## src/t8cu_pkg.sv

```systemverilog
// Package: constants, register map and carrier types of the 8-bit timer counter unit
// What this block does
// Counter value and both compare values are 8-bit registers.
// Counter reaching 0x00 is BOTTOM; an internal bottom indication is raised.
// Counter reaching 0xFF, decimal 255, is MAX.
// TOP is fixed 0xFF or compare value A, chosen by mode.
// Tick comes from core clock, prescaler output or external count pin.
// Clock select picks both tick source and active edge.
// Clock select zero stops the counter; no ticks at all.
// Software may read and write the counter with or without ticks.
// Software write to the counter beats clear, increment or decrement.
// Each tick clears, increments or decrements by one as mode dictates.
// Clear sets every counter bit to zero.
// Three-bit waveform mode: two bits in control A, one in control B.
// Overflow flag set at the point the waveform mode defines.
// Both compare values compared with the counter in every cycle.
// A compare match sets that channel's compare flag.
// Three sources share one flag register, each masked individually.
// Compare values double buffered only in PWM modes, loaded at TOP/BOTTOM.
// Compare flag set at the tick following counter equal compare.
// A counter write blocks the match at the next tick, even stopped.
// Flag cleared by interrupt service, or by software writing one.
// Reset zeroes counter, compares, flags, masks; timer left stopped.
// External count pin synchronised, then selected edge detected.
package t8cu_pkg;
  localparam int ADDR_W = 3;
  localparam int DATA_W = 8;
  localparam int PRESCALE_W = 10;
  // Register offsets
  localparam logic [ADDR_W-1:0] OFS_COUNT = 3'h0;
  localparam logic [ADDR_W-1:0] OFS_CMP_A = 3'h1;
  localparam logic [ADDR_W-1:0] OFS_CMP_B = 3'h2;
  localparam logic [ADDR_W-1:0] OFS_CTRL_A = 3'h3;
  localparam logic [ADDR_W-1:0] OFS_CTRL_B = 3'h4;
  localparam logic [ADDR_W-1:0] OFS_FLAG = 3'h5;
  localparam logic [ADDR_W-1:0] OFS_MASK = 3'h6;
  // Field positions: control A bits 1:0 = mode low, control B bits 2:0 = clock select, bit 3 = mode high
  localparam int CTRL_B_MODE_HI = 3;
  localparam int FLAG_OVF = 0;
  localparam int FLAG_CMP_A = 1;
  localparam int FLAG_CMP_B = 2;
  // Waveform modes
  localparam logic [2:0] WGM_NORMAL = 3'h0;
  localparam logic [2:0] WGM_PC_MAX = 3'h1;
  localparam logic [2:0] WGM_CTC = 3'h2;
  localparam logic [2:0] WGM_FAST_MAX = 3'h3;
  localparam logic [2:0] WGM_PC_CMP = 3'h5;
  localparam logic [2:0] WGM_FAST_CMP = 3'h7;
  // Clock select codes
  localparam logic [2:0] CS_STOP = 3'h0;
  localparam logic [2:0] CS_DIV1 = 3'h1;
  localparam logic [2:0] CS_DIV8 = 3'h2;
  localparam logic [2:0] CS_DIV64 = 3'h3;
  localparam logic [2:0] CS_DIV256 = 3'h4;
  localparam logic [2:0] CS_DIV1024 = 3'h5;
  localparam logic [2:0] CS_EXT_FALL = 3'h6;
  localparam logic [2:0] CS_EXT_RISE = 3'h7;
  // Counter values and reset values
  localparam logic [DATA_W-1:0] COUNT_BOTTOM = 8'h00;
  localparam logic [DATA_W-1:0] COUNT_MAX = 8'hFF;
  localparam logic [DATA_W-1:0] COUNT_STEP = 8'h01;
  localparam logic [DATA_W-1:0] RST_BYTE = 8'h00;
  localparam logic [2:0] RST_FLAGS = 3'h0;
  localparam logic [1:0] RST_CTRL_A = 2'h0;
  localparam logic [3:0] RST_CTRL_B = 4'h0;

  typedef struct packed {
    logic wr;
    logic rd;
    logic [ADDR_W-1:0] addr;
    logic [DATA_W-1:0] wdata;
  } t8cu_bus_req_s;

  typedef enum logic {DIR_UP, DIR_DOWN} t8cu_dir_e;
endpackage

```

## src/t8cu_counter_unit.sv

```systemverilog
// Counter unit of the 8-bit timer: clock select, counter, compare, flags and masks
`timescale 1ns/1ps
`default_nettype none
module t8cu_counter_unit (
  input wire logic core_clk,
  input wire logic reset_n,
  input wire t8cu_pkg::t8cu_bus_req_s bus_req,
  output logic [t8cu_pkg::DATA_W-1:0] rd_data_q,
  input wire logic [2:0] irq_ack,
  input wire logic external_count_pin,
  output logic irq_overflow_q,
  output logic irq_compare_a_q,
  output logic irq_compare_b_q,
  output logic at_bottom_q,
  output logic at_max_q,
  output logic timer_tick_q
);
  import t8cu_pkg::*;

  ////////////////////////////////////////////////////////////////////////////
  // State and decode

  logic [DATA_W-1:0] count_q;
  logic [DATA_W-1:0] count_d;
  logic [DATA_W-1:0] cmp_a_buf_q;
  logic [DATA_W-1:0] cmp_b_buf_q;
  logic [DATA_W-1:0] cmp_a_q;
  logic [DATA_W-1:0] cmp_b_q;
  logic [1:0] ctrl_a_q;
  logic [3:0] ctrl_b_q;
  logic [2:0] flag_q;
  logic [2:0] flag_d;
  logic [2:0] mask_q;
  logic [PRESCALE_W-1:0] prescale_q;
  logic ext_meta_q;
  logic ext_sync_q;
  logic ext_prev_q;
  logic block_q;
  t8cu_dir_e dir_q;
  t8cu_dir_e dir_d;
  logic [2:0] waveform_mode_field;
  logic [2:0] clock_select_field;
  logic [DATA_W-1:0] top_val;
  logic tick;
  logic ovf_set;
  logic match_a_set;
  logic match_b_set;
  logic buf_load;
  logic wr_count;

  function automatic logic wr_hit(input t8cu_bus_req_s req, input logic [ADDR_W-1:0] ofs);
    wr_hit = req.wr && (req.addr == ofs);
  endfunction

  // Odd modes are the PWM modes
  function automatic logic is_pwm(input logic [2:0] mode);
    is_pwm = mode[0];
  endfunction

  function automatic logic top_is_cmp(input logic [2:0] mode);
    top_is_cmp = (mode == WGM_CTC) || (mode == WGM_PC_CMP) || (mode == WGM_FAST_CMP);
  endfunction

  assign waveform_mode_field = {ctrl_b_q[CTRL_B_MODE_HI], ctrl_a_q};
  assign clock_select_field = ctrl_b_q[2:0];
  assign top_val = top_is_cmp(waveform_mode_field) ? cmp_a_q : COUNT_MAX;
  assign wr_count = wr_hit(bus_req, OFS_COUNT);

  ////////////////////////////////////////////////////////////////////////////
  // Clock select and external pin

  always_ff @(posedge core_clk or negedge reset_n) begin
    if (!reset_n) begin
      prescale_q <= '0;
    end else begin
      prescale_q <= prescale_q + PRESCALE_W'(1);
    end
  end

  // Third flop gives edge detection without touching the metastable stage
  always_ff @(posedge core_clk or negedge reset_n) begin
    if (!reset_n) begin
      ext_meta_q <= 1'b0;
      ext_sync_q <= 1'b0;
      ext_prev_q <= 1'b0;
    end else begin
      ext_meta_q <= external_count_pin;
      ext_sync_q <= ext_meta_q;
      ext_prev_q <= ext_sync_q;
    end
  end

  always_comb begin
    case (clock_select_field)
      CS_STOP: tick = 1'b0;
      CS_DIV1: tick = 1'b1;
      CS_DIV8: tick = &prescale_q[2:0];
      CS_DIV64: tick = &prescale_q[5:0];
      CS_DIV256: tick = &prescale_q[7:0];
      CS_DIV1024: tick = &prescale_q;
      CS_EXT_FALL: tick = ext_prev_q && !ext_sync_q;
      CS_EXT_RISE: tick = !ext_prev_q && ext_sync_q;
      default: tick = 1'b0;
    endcase
  end

  ////////////////////////////////////////////////////////////////////////////
  // Counter sequence

  always_comb begin
    count_d = count_q;
    dir_d = dir_q;
    ovf_set = 1'b0;
    if (tick) begin
      case (waveform_mode_field)
        WGM_CTC: begin
          count_d = (count_q == top_val) ? COUNT_BOTTOM : count_q + COUNT_STEP;
          ovf_set = (count_q == COUNT_MAX);
        end
        WGM_FAST_MAX, WGM_FAST_CMP: begin
          count_d = (count_q == top_val) ? COUNT_BOTTOM : count_q + COUNT_STEP;
          ovf_set = (count_q == top_val);
        end
        WGM_PC_MAX, WGM_PC_CMP: begin
          if (dir_q == DIR_UP) begin
            if (count_q >= top_val) begin
              dir_d = DIR_DOWN;
              count_d = (count_q == COUNT_BOTTOM) ? COUNT_BOTTOM : count_q - COUNT_STEP;
            end else begin
              count_d = count_q + COUNT_STEP;
            end
          end else if (count_q == COUNT_BOTTOM) begin
            dir_d = DIR_UP;
            ovf_set = 1'b1;
            count_d = (top_val == COUNT_BOTTOM) ? COUNT_BOTTOM : count_q + COUNT_STEP;
          end else begin
            count_d = count_q - COUNT_STEP;
          end
        end
        default: begin
          count_d = count_q + COUNT_STEP;
          ovf_set = (count_q == COUNT_MAX);
        end
      endcase
    end
    // Software write overrides the count the tick asked for
    if (wr_count) begin
      count_d = bus_req.wdata;
    end
  end

  always_ff @(posedge core_clk or negedge reset_n) begin
    if (!reset_n) begin
      count_q <= RST_BYTE;
      dir_q <= DIR_UP;
    end else begin
      count_q <= count_d;
      dir_q <= dir_d;
    end
  end

  // Block persists until a tick consumes it, so a stopped timer still honours it
  always_ff @(posedge core_clk or negedge reset_n) begin
    if (!reset_n) begin
      block_q <= 1'b0;
    end else if (wr_count) begin
      block_q <= 1'b1;
    end else if (tick) begin
      block_q <= 1'b0;
    end
  end

  ////////////////////////////////////////////////////////////////////////////
  // Compare registers

  // Fast modes load on the wrap to BOTTOM, phase correct at TOP, so pulses stay symmetric
  always_comb begin
    if (waveform_mode_field == WGM_FAST_MAX || waveform_mode_field == WGM_FAST_CMP) begin
      buf_load = tick && (count_q == top_val);
    end else begin
      buf_load = tick && (dir_q == DIR_UP) && (count_q >= top_val);
    end
  end

  always_ff @(posedge core_clk or negedge reset_n) begin
    if (!reset_n) begin
      cmp_a_buf_q <= RST_BYTE;
      cmp_b_buf_q <= RST_BYTE;
      cmp_a_q <= RST_BYTE;
      cmp_b_q <= RST_BYTE;
    end else begin
      if (wr_hit(bus_req, OFS_CMP_A)) begin
        cmp_a_buf_q <= bus_req.wdata;
      end
      if (wr_hit(bus_req, OFS_CMP_B)) begin
        cmp_b_buf_q <= bus_req.wdata;
      end
      if (!is_pwm(waveform_mode_field)) begin
        if (wr_hit(bus_req, OFS_CMP_A)) begin
          cmp_a_q <= bus_req.wdata;
        end
        if (wr_hit(bus_req, OFS_CMP_B)) begin
          cmp_b_q <= bus_req.wdata;
        end
      end else if (buf_load) begin
        cmp_a_q <= cmp_a_buf_q;
        cmp_b_q <= cmp_b_buf_q;
      end
    end
  end

  // Counter value held over the previous tick is compared, so the flag lands one tick later
  assign match_a_set = tick && !block_q && (count_q == cmp_a_q);
  assign match_b_set = tick && !block_q && (count_q == cmp_b_q);

  ////////////////////////////////////////////////////////////////////////////
  // Control, flags and masks

  always_ff @(posedge core_clk or negedge reset_n) begin
    if (!reset_n) begin
      ctrl_a_q <= RST_CTRL_A;
      ctrl_b_q <= RST_CTRL_B;
      mask_q <= RST_FLAGS;
    end else begin
      if (wr_hit(bus_req, OFS_CTRL_A)) begin
        ctrl_a_q <= bus_req.wdata[1:0];
      end
      if (wr_hit(bus_req, OFS_CTRL_B)) begin
        ctrl_b_q <= bus_req.wdata[3:0];
      end
      if (wr_hit(bus_req, OFS_MASK)) begin
        mask_q <= bus_req.wdata[2:0];
      end
    end
  end

  // Clears first, then sets, so an event in the clearing cycle is kept
  always_comb begin
    flag_d = flag_q & ~irq_ack;
    if (wr_hit(bus_req, OFS_FLAG)) begin
      flag_d = flag_d & ~bus_req.wdata[2:0];
    end
    flag_d[FLAG_OVF] = flag_d[FLAG_OVF] | ovf_set;
    flag_d[FLAG_CMP_A] = flag_d[FLAG_CMP_A] | match_a_set;
    flag_d[FLAG_CMP_B] = flag_d[FLAG_CMP_B] | match_b_set;
  end

  always_ff @(posedge core_clk or negedge reset_n) begin
    if (!reset_n) begin
      flag_q <= RST_FLAGS;
    end else begin
      flag_q <= flag_d;
    end
  end

  ////////////////////////////////////////////////////////////////////////////
  // Outputs and read port

  always_ff @(posedge core_clk or negedge reset_n) begin
    if (!reset_n) begin
      irq_overflow_q <= 1'b0;
      irq_compare_a_q <= 1'b0;
      irq_compare_b_q <= 1'b0;
      at_bottom_q <= 1'b1;
      at_max_q <= 1'b0;
      timer_tick_q <= 1'b0;
    end else begin
      irq_overflow_q <= flag_q[FLAG_OVF] & mask_q[FLAG_OVF];
      irq_compare_a_q <= flag_q[FLAG_CMP_A] & mask_q[FLAG_CMP_A];
      irq_compare_b_q <= flag_q[FLAG_CMP_B] & mask_q[FLAG_CMP_B];
      at_bottom_q <= (count_d == COUNT_BOTTOM);
      at_max_q <= (count_d == COUNT_MAX);
      timer_tick_q <= tick;
    end
  end

  // Compare reads return the value software last wrote, i.e. the buffer
  always_ff @(posedge core_clk or negedge reset_n) begin
    if (!reset_n) begin
      rd_data_q <= RST_BYTE;
    end else if (bus_req.rd) begin
      case (bus_req.addr)
        OFS_COUNT: rd_data_q <= count_q;
        OFS_CMP_A: rd_data_q <= cmp_a_buf_q;
        OFS_CMP_B: rd_data_q <= cmp_b_buf_q;
        OFS_CTRL_A: rd_data_q <= {6'h00, ctrl_a_q};
        OFS_CTRL_B: rd_data_q <= {4'h0, ctrl_b_q};
        OFS_FLAG: rd_data_q <= {5'h00, flag_q};
        OFS_MASK: rd_data_q <= {5'h00, mask_q};
        default: rd_data_q <= RST_BYTE;
      endcase
    end else begin
      rd_data_q <= RST_BYTE;
    end
  end
endmodule
`default_nettype wire

```

## config.mk

```make
export PLATFORM = sky130hd
export DESIGN_NAME = t8cu_counter_unit
export DESIGN_NICKNAME = d
export VERILOG_FILES = /design/src/t8cu_pkg.sv /design/src/t8cu_counter_unit.sv
export SDC_FILE = /design/constraint.sdc
export NUM_CORES = 1
export LEC_CHECK = 0
export ABC_AREA = 1
export BUFFER_PORTS_ARGS = -buffer_cell sky130_fd_sc_hd__buf_2
export CELL_PAD_IN_SITES_DETAIL_PLACEMENT = 2
export CELL_PAD_IN_SITES_GLOBAL_PLACEMENT = 2
export CORE_ASPECT_RATIO = 0.8
export CORE_MARGIN = 5
export CORE_UTILIZATION = 36
export CTS_CLUSTER_SIZE = 8
export DETAILED_ROUTE_END_ITERATION = 8
export PLACE_DENSITY_LB_ADDON = 0.1
export SLEW_MARGIN = 10
export SYNTH_ARGS = -nofsm -noshare
export SYNTH_HDL_FRONTEND = slang
export SYNTH_SLANG_ARGS = --single-unit
```

## constraint.sdc

```tcl
create_clock -name core_clk -period 3.25 [get_ports core_clk]
set_clock_uncertainty 0.15 [all_clocks]
set_input_delay 0 -clock core_clk [delete_from_list [all_inputs] [get_ports core_clk]]
set_output_delay 0 -clock core_clk [all_outputs]
set_load 0.05 [all_outputs]
```

==> results.ini <==
[finish]
antenna_cells=0
final_util=0.4318
fin_nets=702
drive_above_1_share=0.1674
final_common_cell=nand2_1
design_area_mm2=0.005558
areaGrowthSynthToFinish_pct=17.51
stdcell_count=850
final_cell_mix=nand2_1, dfrtp_1, nor2_1

[synth]
yosys.area.top_type_share=0.4233
synth-seq-cells=81
yosysTopAreaCell=dfrtp_1
synth_edf_count=0
async_flop_share=1.000
yosysUniqueCellTypes=45
synth-main-ff-cell=dfrtp_1
yosysSeqAreaShare=0.4288
synth_cells=613
synth_area_mm2=0.004730
ys_warn_count=0
syn_nets=645
synth.area.top_cells=dfrtp_1, nand2_1, nor2_1
avgSynthCellArea_um2=7.715

[place]
dp_hpwl_um=13270
dp.cells=817
place_congestion=0.9210
port_buffers=32
placed_area_mm2=0.005101

[power_and_ir_drop]
seqPwrFrac=0.340
leakage_nw=2.756
pwr-share-comb=0.446
power_density_mw_per_mm2=812.3
pwr-share-clk=0.214
power.internal_mw=2.449
netSwitchingFraction=0.4575
switchingPower_mw=2.065
peakVddDrop_uv=413.9

[detailed_routing]
first_pass_iters=4
drt_iter0_markers=212
drc=0
totalWireLength_um=17660
wl_per_cell_um=20.78
viasPerCell=5.207
vias=4426
drtAntennaViolNets=0

[flow_run]
cap_violations=0

[global_routing]
antenna_found_initial=0
track_usage=0.2357
grt_pass1_vias=5002
grt_overflow_total=0
grt_first_pass_wirelength_um=28480
grt_max_degree=82

[floorplanning]
ios=33
core_area_mm2=0.01287
die-area_mm2=0.01554
fp.dieH_um=112.5
start_util=0.3675
die_w_um=138.2
row_count=37

[cts]
ctsLongestPathBuffers=2
numCtsBuffers=9
clk_latency_ps=350
htree_num_levels=3
cts_tree=built
cts_sinks=81
clk_pin_slew_ps=70
cts_root_buf=clkbuf_16

[worst_hold_path]
min_path_type=input port to flip-flop
min_from=bus_req[8]

[sta]
holdWs_ps=-1.121
grt_setup_unrepaired=false
period_needed_ps=3038
drv_slew=0
setup_viol=0
max_freq_mhz=329.2
hold_viol=1
finalCritPeriodShare=0.9347
slew_headroom=0.2800
worstMarginPinSlew_ps=1080
tns_ps=0

[setup_path]
timing.rr.start=ctrl_b_q[3]
critPathMaxFanout=9
cp.required_ps=3400
setup.worst_path.class=flip-flop to flip-flop
arrival_ps=3180
cp-startpoint=ctrl_b_q[3]
start_kind=flip-flop
endpoint_kind=flip-flop

[status]
violations=negative hold slack
status=finished, violations left

[layout make-up]
type	count	area, µm²
Inverter	86	330.3
Clock buffer	10	229.0
Fill cell	1525	7312
Sequential cell	81	2028
Clock inverter	6	42.54
Multi-Input combinational cell	431	2286
Tap cell	175	219.0
Timing Repair Buffer	61	422.9
[worst paths after layout]
check / end / slack [ps] / cells after the start
hold reg to reg: ext_sync_q / 220 / 0
hold / removal: rd_data_q[1] / -1 / 5
min in group asynchronous: prescale_q[4] / 230 / 2
setup reg to reg: at_bottom_q / 210 / 21
setup / recovery: at_bottom_q / 210 / 21
max in group asynchronous: count_q[0] / 2000 / 2
[power groups by stage]
stage	combinational [mW]	clock [mW]	sequential, mW
finish	2.01	0.965	1.54
global placement	1.86	0	1.53
floorplan	1.31	0	1.48
global route	2.23	1.04	1.56
CTS	1.99	0.990	1.53
detailed placement	1.95	0	1.54
[critical path, stage by stage (launching register included)]
cell and delay (ps):
dfrtp_1 380, inv_2 100, nand2_1 70, nand2_2 100
nand2_2 120, or2_2 290, ha_1 280, nand2_1 70
nor2_1 40, nand2_1 140, inv_2 90, nor2_4 120
nand3_4 140, nand2_1 140, nand2_1 60, nand3_1 100
nand2_1 100, nand2_1 70, nand2_1 90, nor2_2 140
nand2_1 90, nor2_2 110
[flip-flops by register name (all words and copies together) (netlist names), 4 cells and up]
name	count
rd_data_q	8
prescale_q	10
cmp_b_buf_q	8
cmp_a_q	8
ctrl_b_q	4
count_q	8
cmp_b_q	8
cmp_a_buf_q	8
[synthesized netlist by cell type (2+ instances only)]
cell type	count
inv_1	66
ha_1	13
xnor2_1	18
nand2_1	154
clkbuf_1	5
xor2_1	10
nand2_2	12
nand3_1	30
nor2_2	8
nor3_1	2
nand4_1	12
a211oi_1	2
o21ai_0	40
dfrtp_1	80
inv_2	15
o21ai_1	5
nand3_2	3
or2_2	3
nor2_4	3
a31oi_1	16
buf_2	2
clkinv_1	3
a21oi_1	9
nor2_1	68
o221ai_1	2
buf_4	6
o22ai_1	8
[cells by family (layout without fill, tap and decap cells)]
family / after synthesis / after routing / synth area share
flops: 81 / 81 / 0.4288
compound gates: 91 / 91 / 0.1119
xor+xnor: 28 / 28 / 0.05185
buf+inv: 101 / 163 / 0.09100
simple gates: 299 / 299 / 0.2820
fa+ha+maj: 13 / 13 / 0.03439
[timing repair]
| action | in CTS | in global routing |
|---|---|---|
| setup endpoints to repair | 0 | 2 |
| hold buffers | 17 | 0 |
| gates resized for setup | 0 | 3 |
| buffers inserted | 0 | 0 |
| hold endpoints to repair | 142 | 0 |
[metrics by stage]
stage	power [mW]	setup WS, ps
floorplan	2.786	692.2
global placement	3.395	353.6
detailed placement	3.490	164.1
CTS	4.507	112.4
global route	4.825	16.29
finish	4.514	212.2
[layer usage]
| layer | track usage | wire [µm] | up-vias |
|---|---|---|---|
| met5 | 0 | 0 | - |
| met4 | 0.04937 | 265 | 0 |
| met3 | 0.05366 | 947 | 14 |
| met2 | 0.3947 | 8394 | 90 |
| met1 | 0.3145 | 8053 | 2243 |
| li1 | - | - | 2079 |
(Power assumes the default switching activity.)
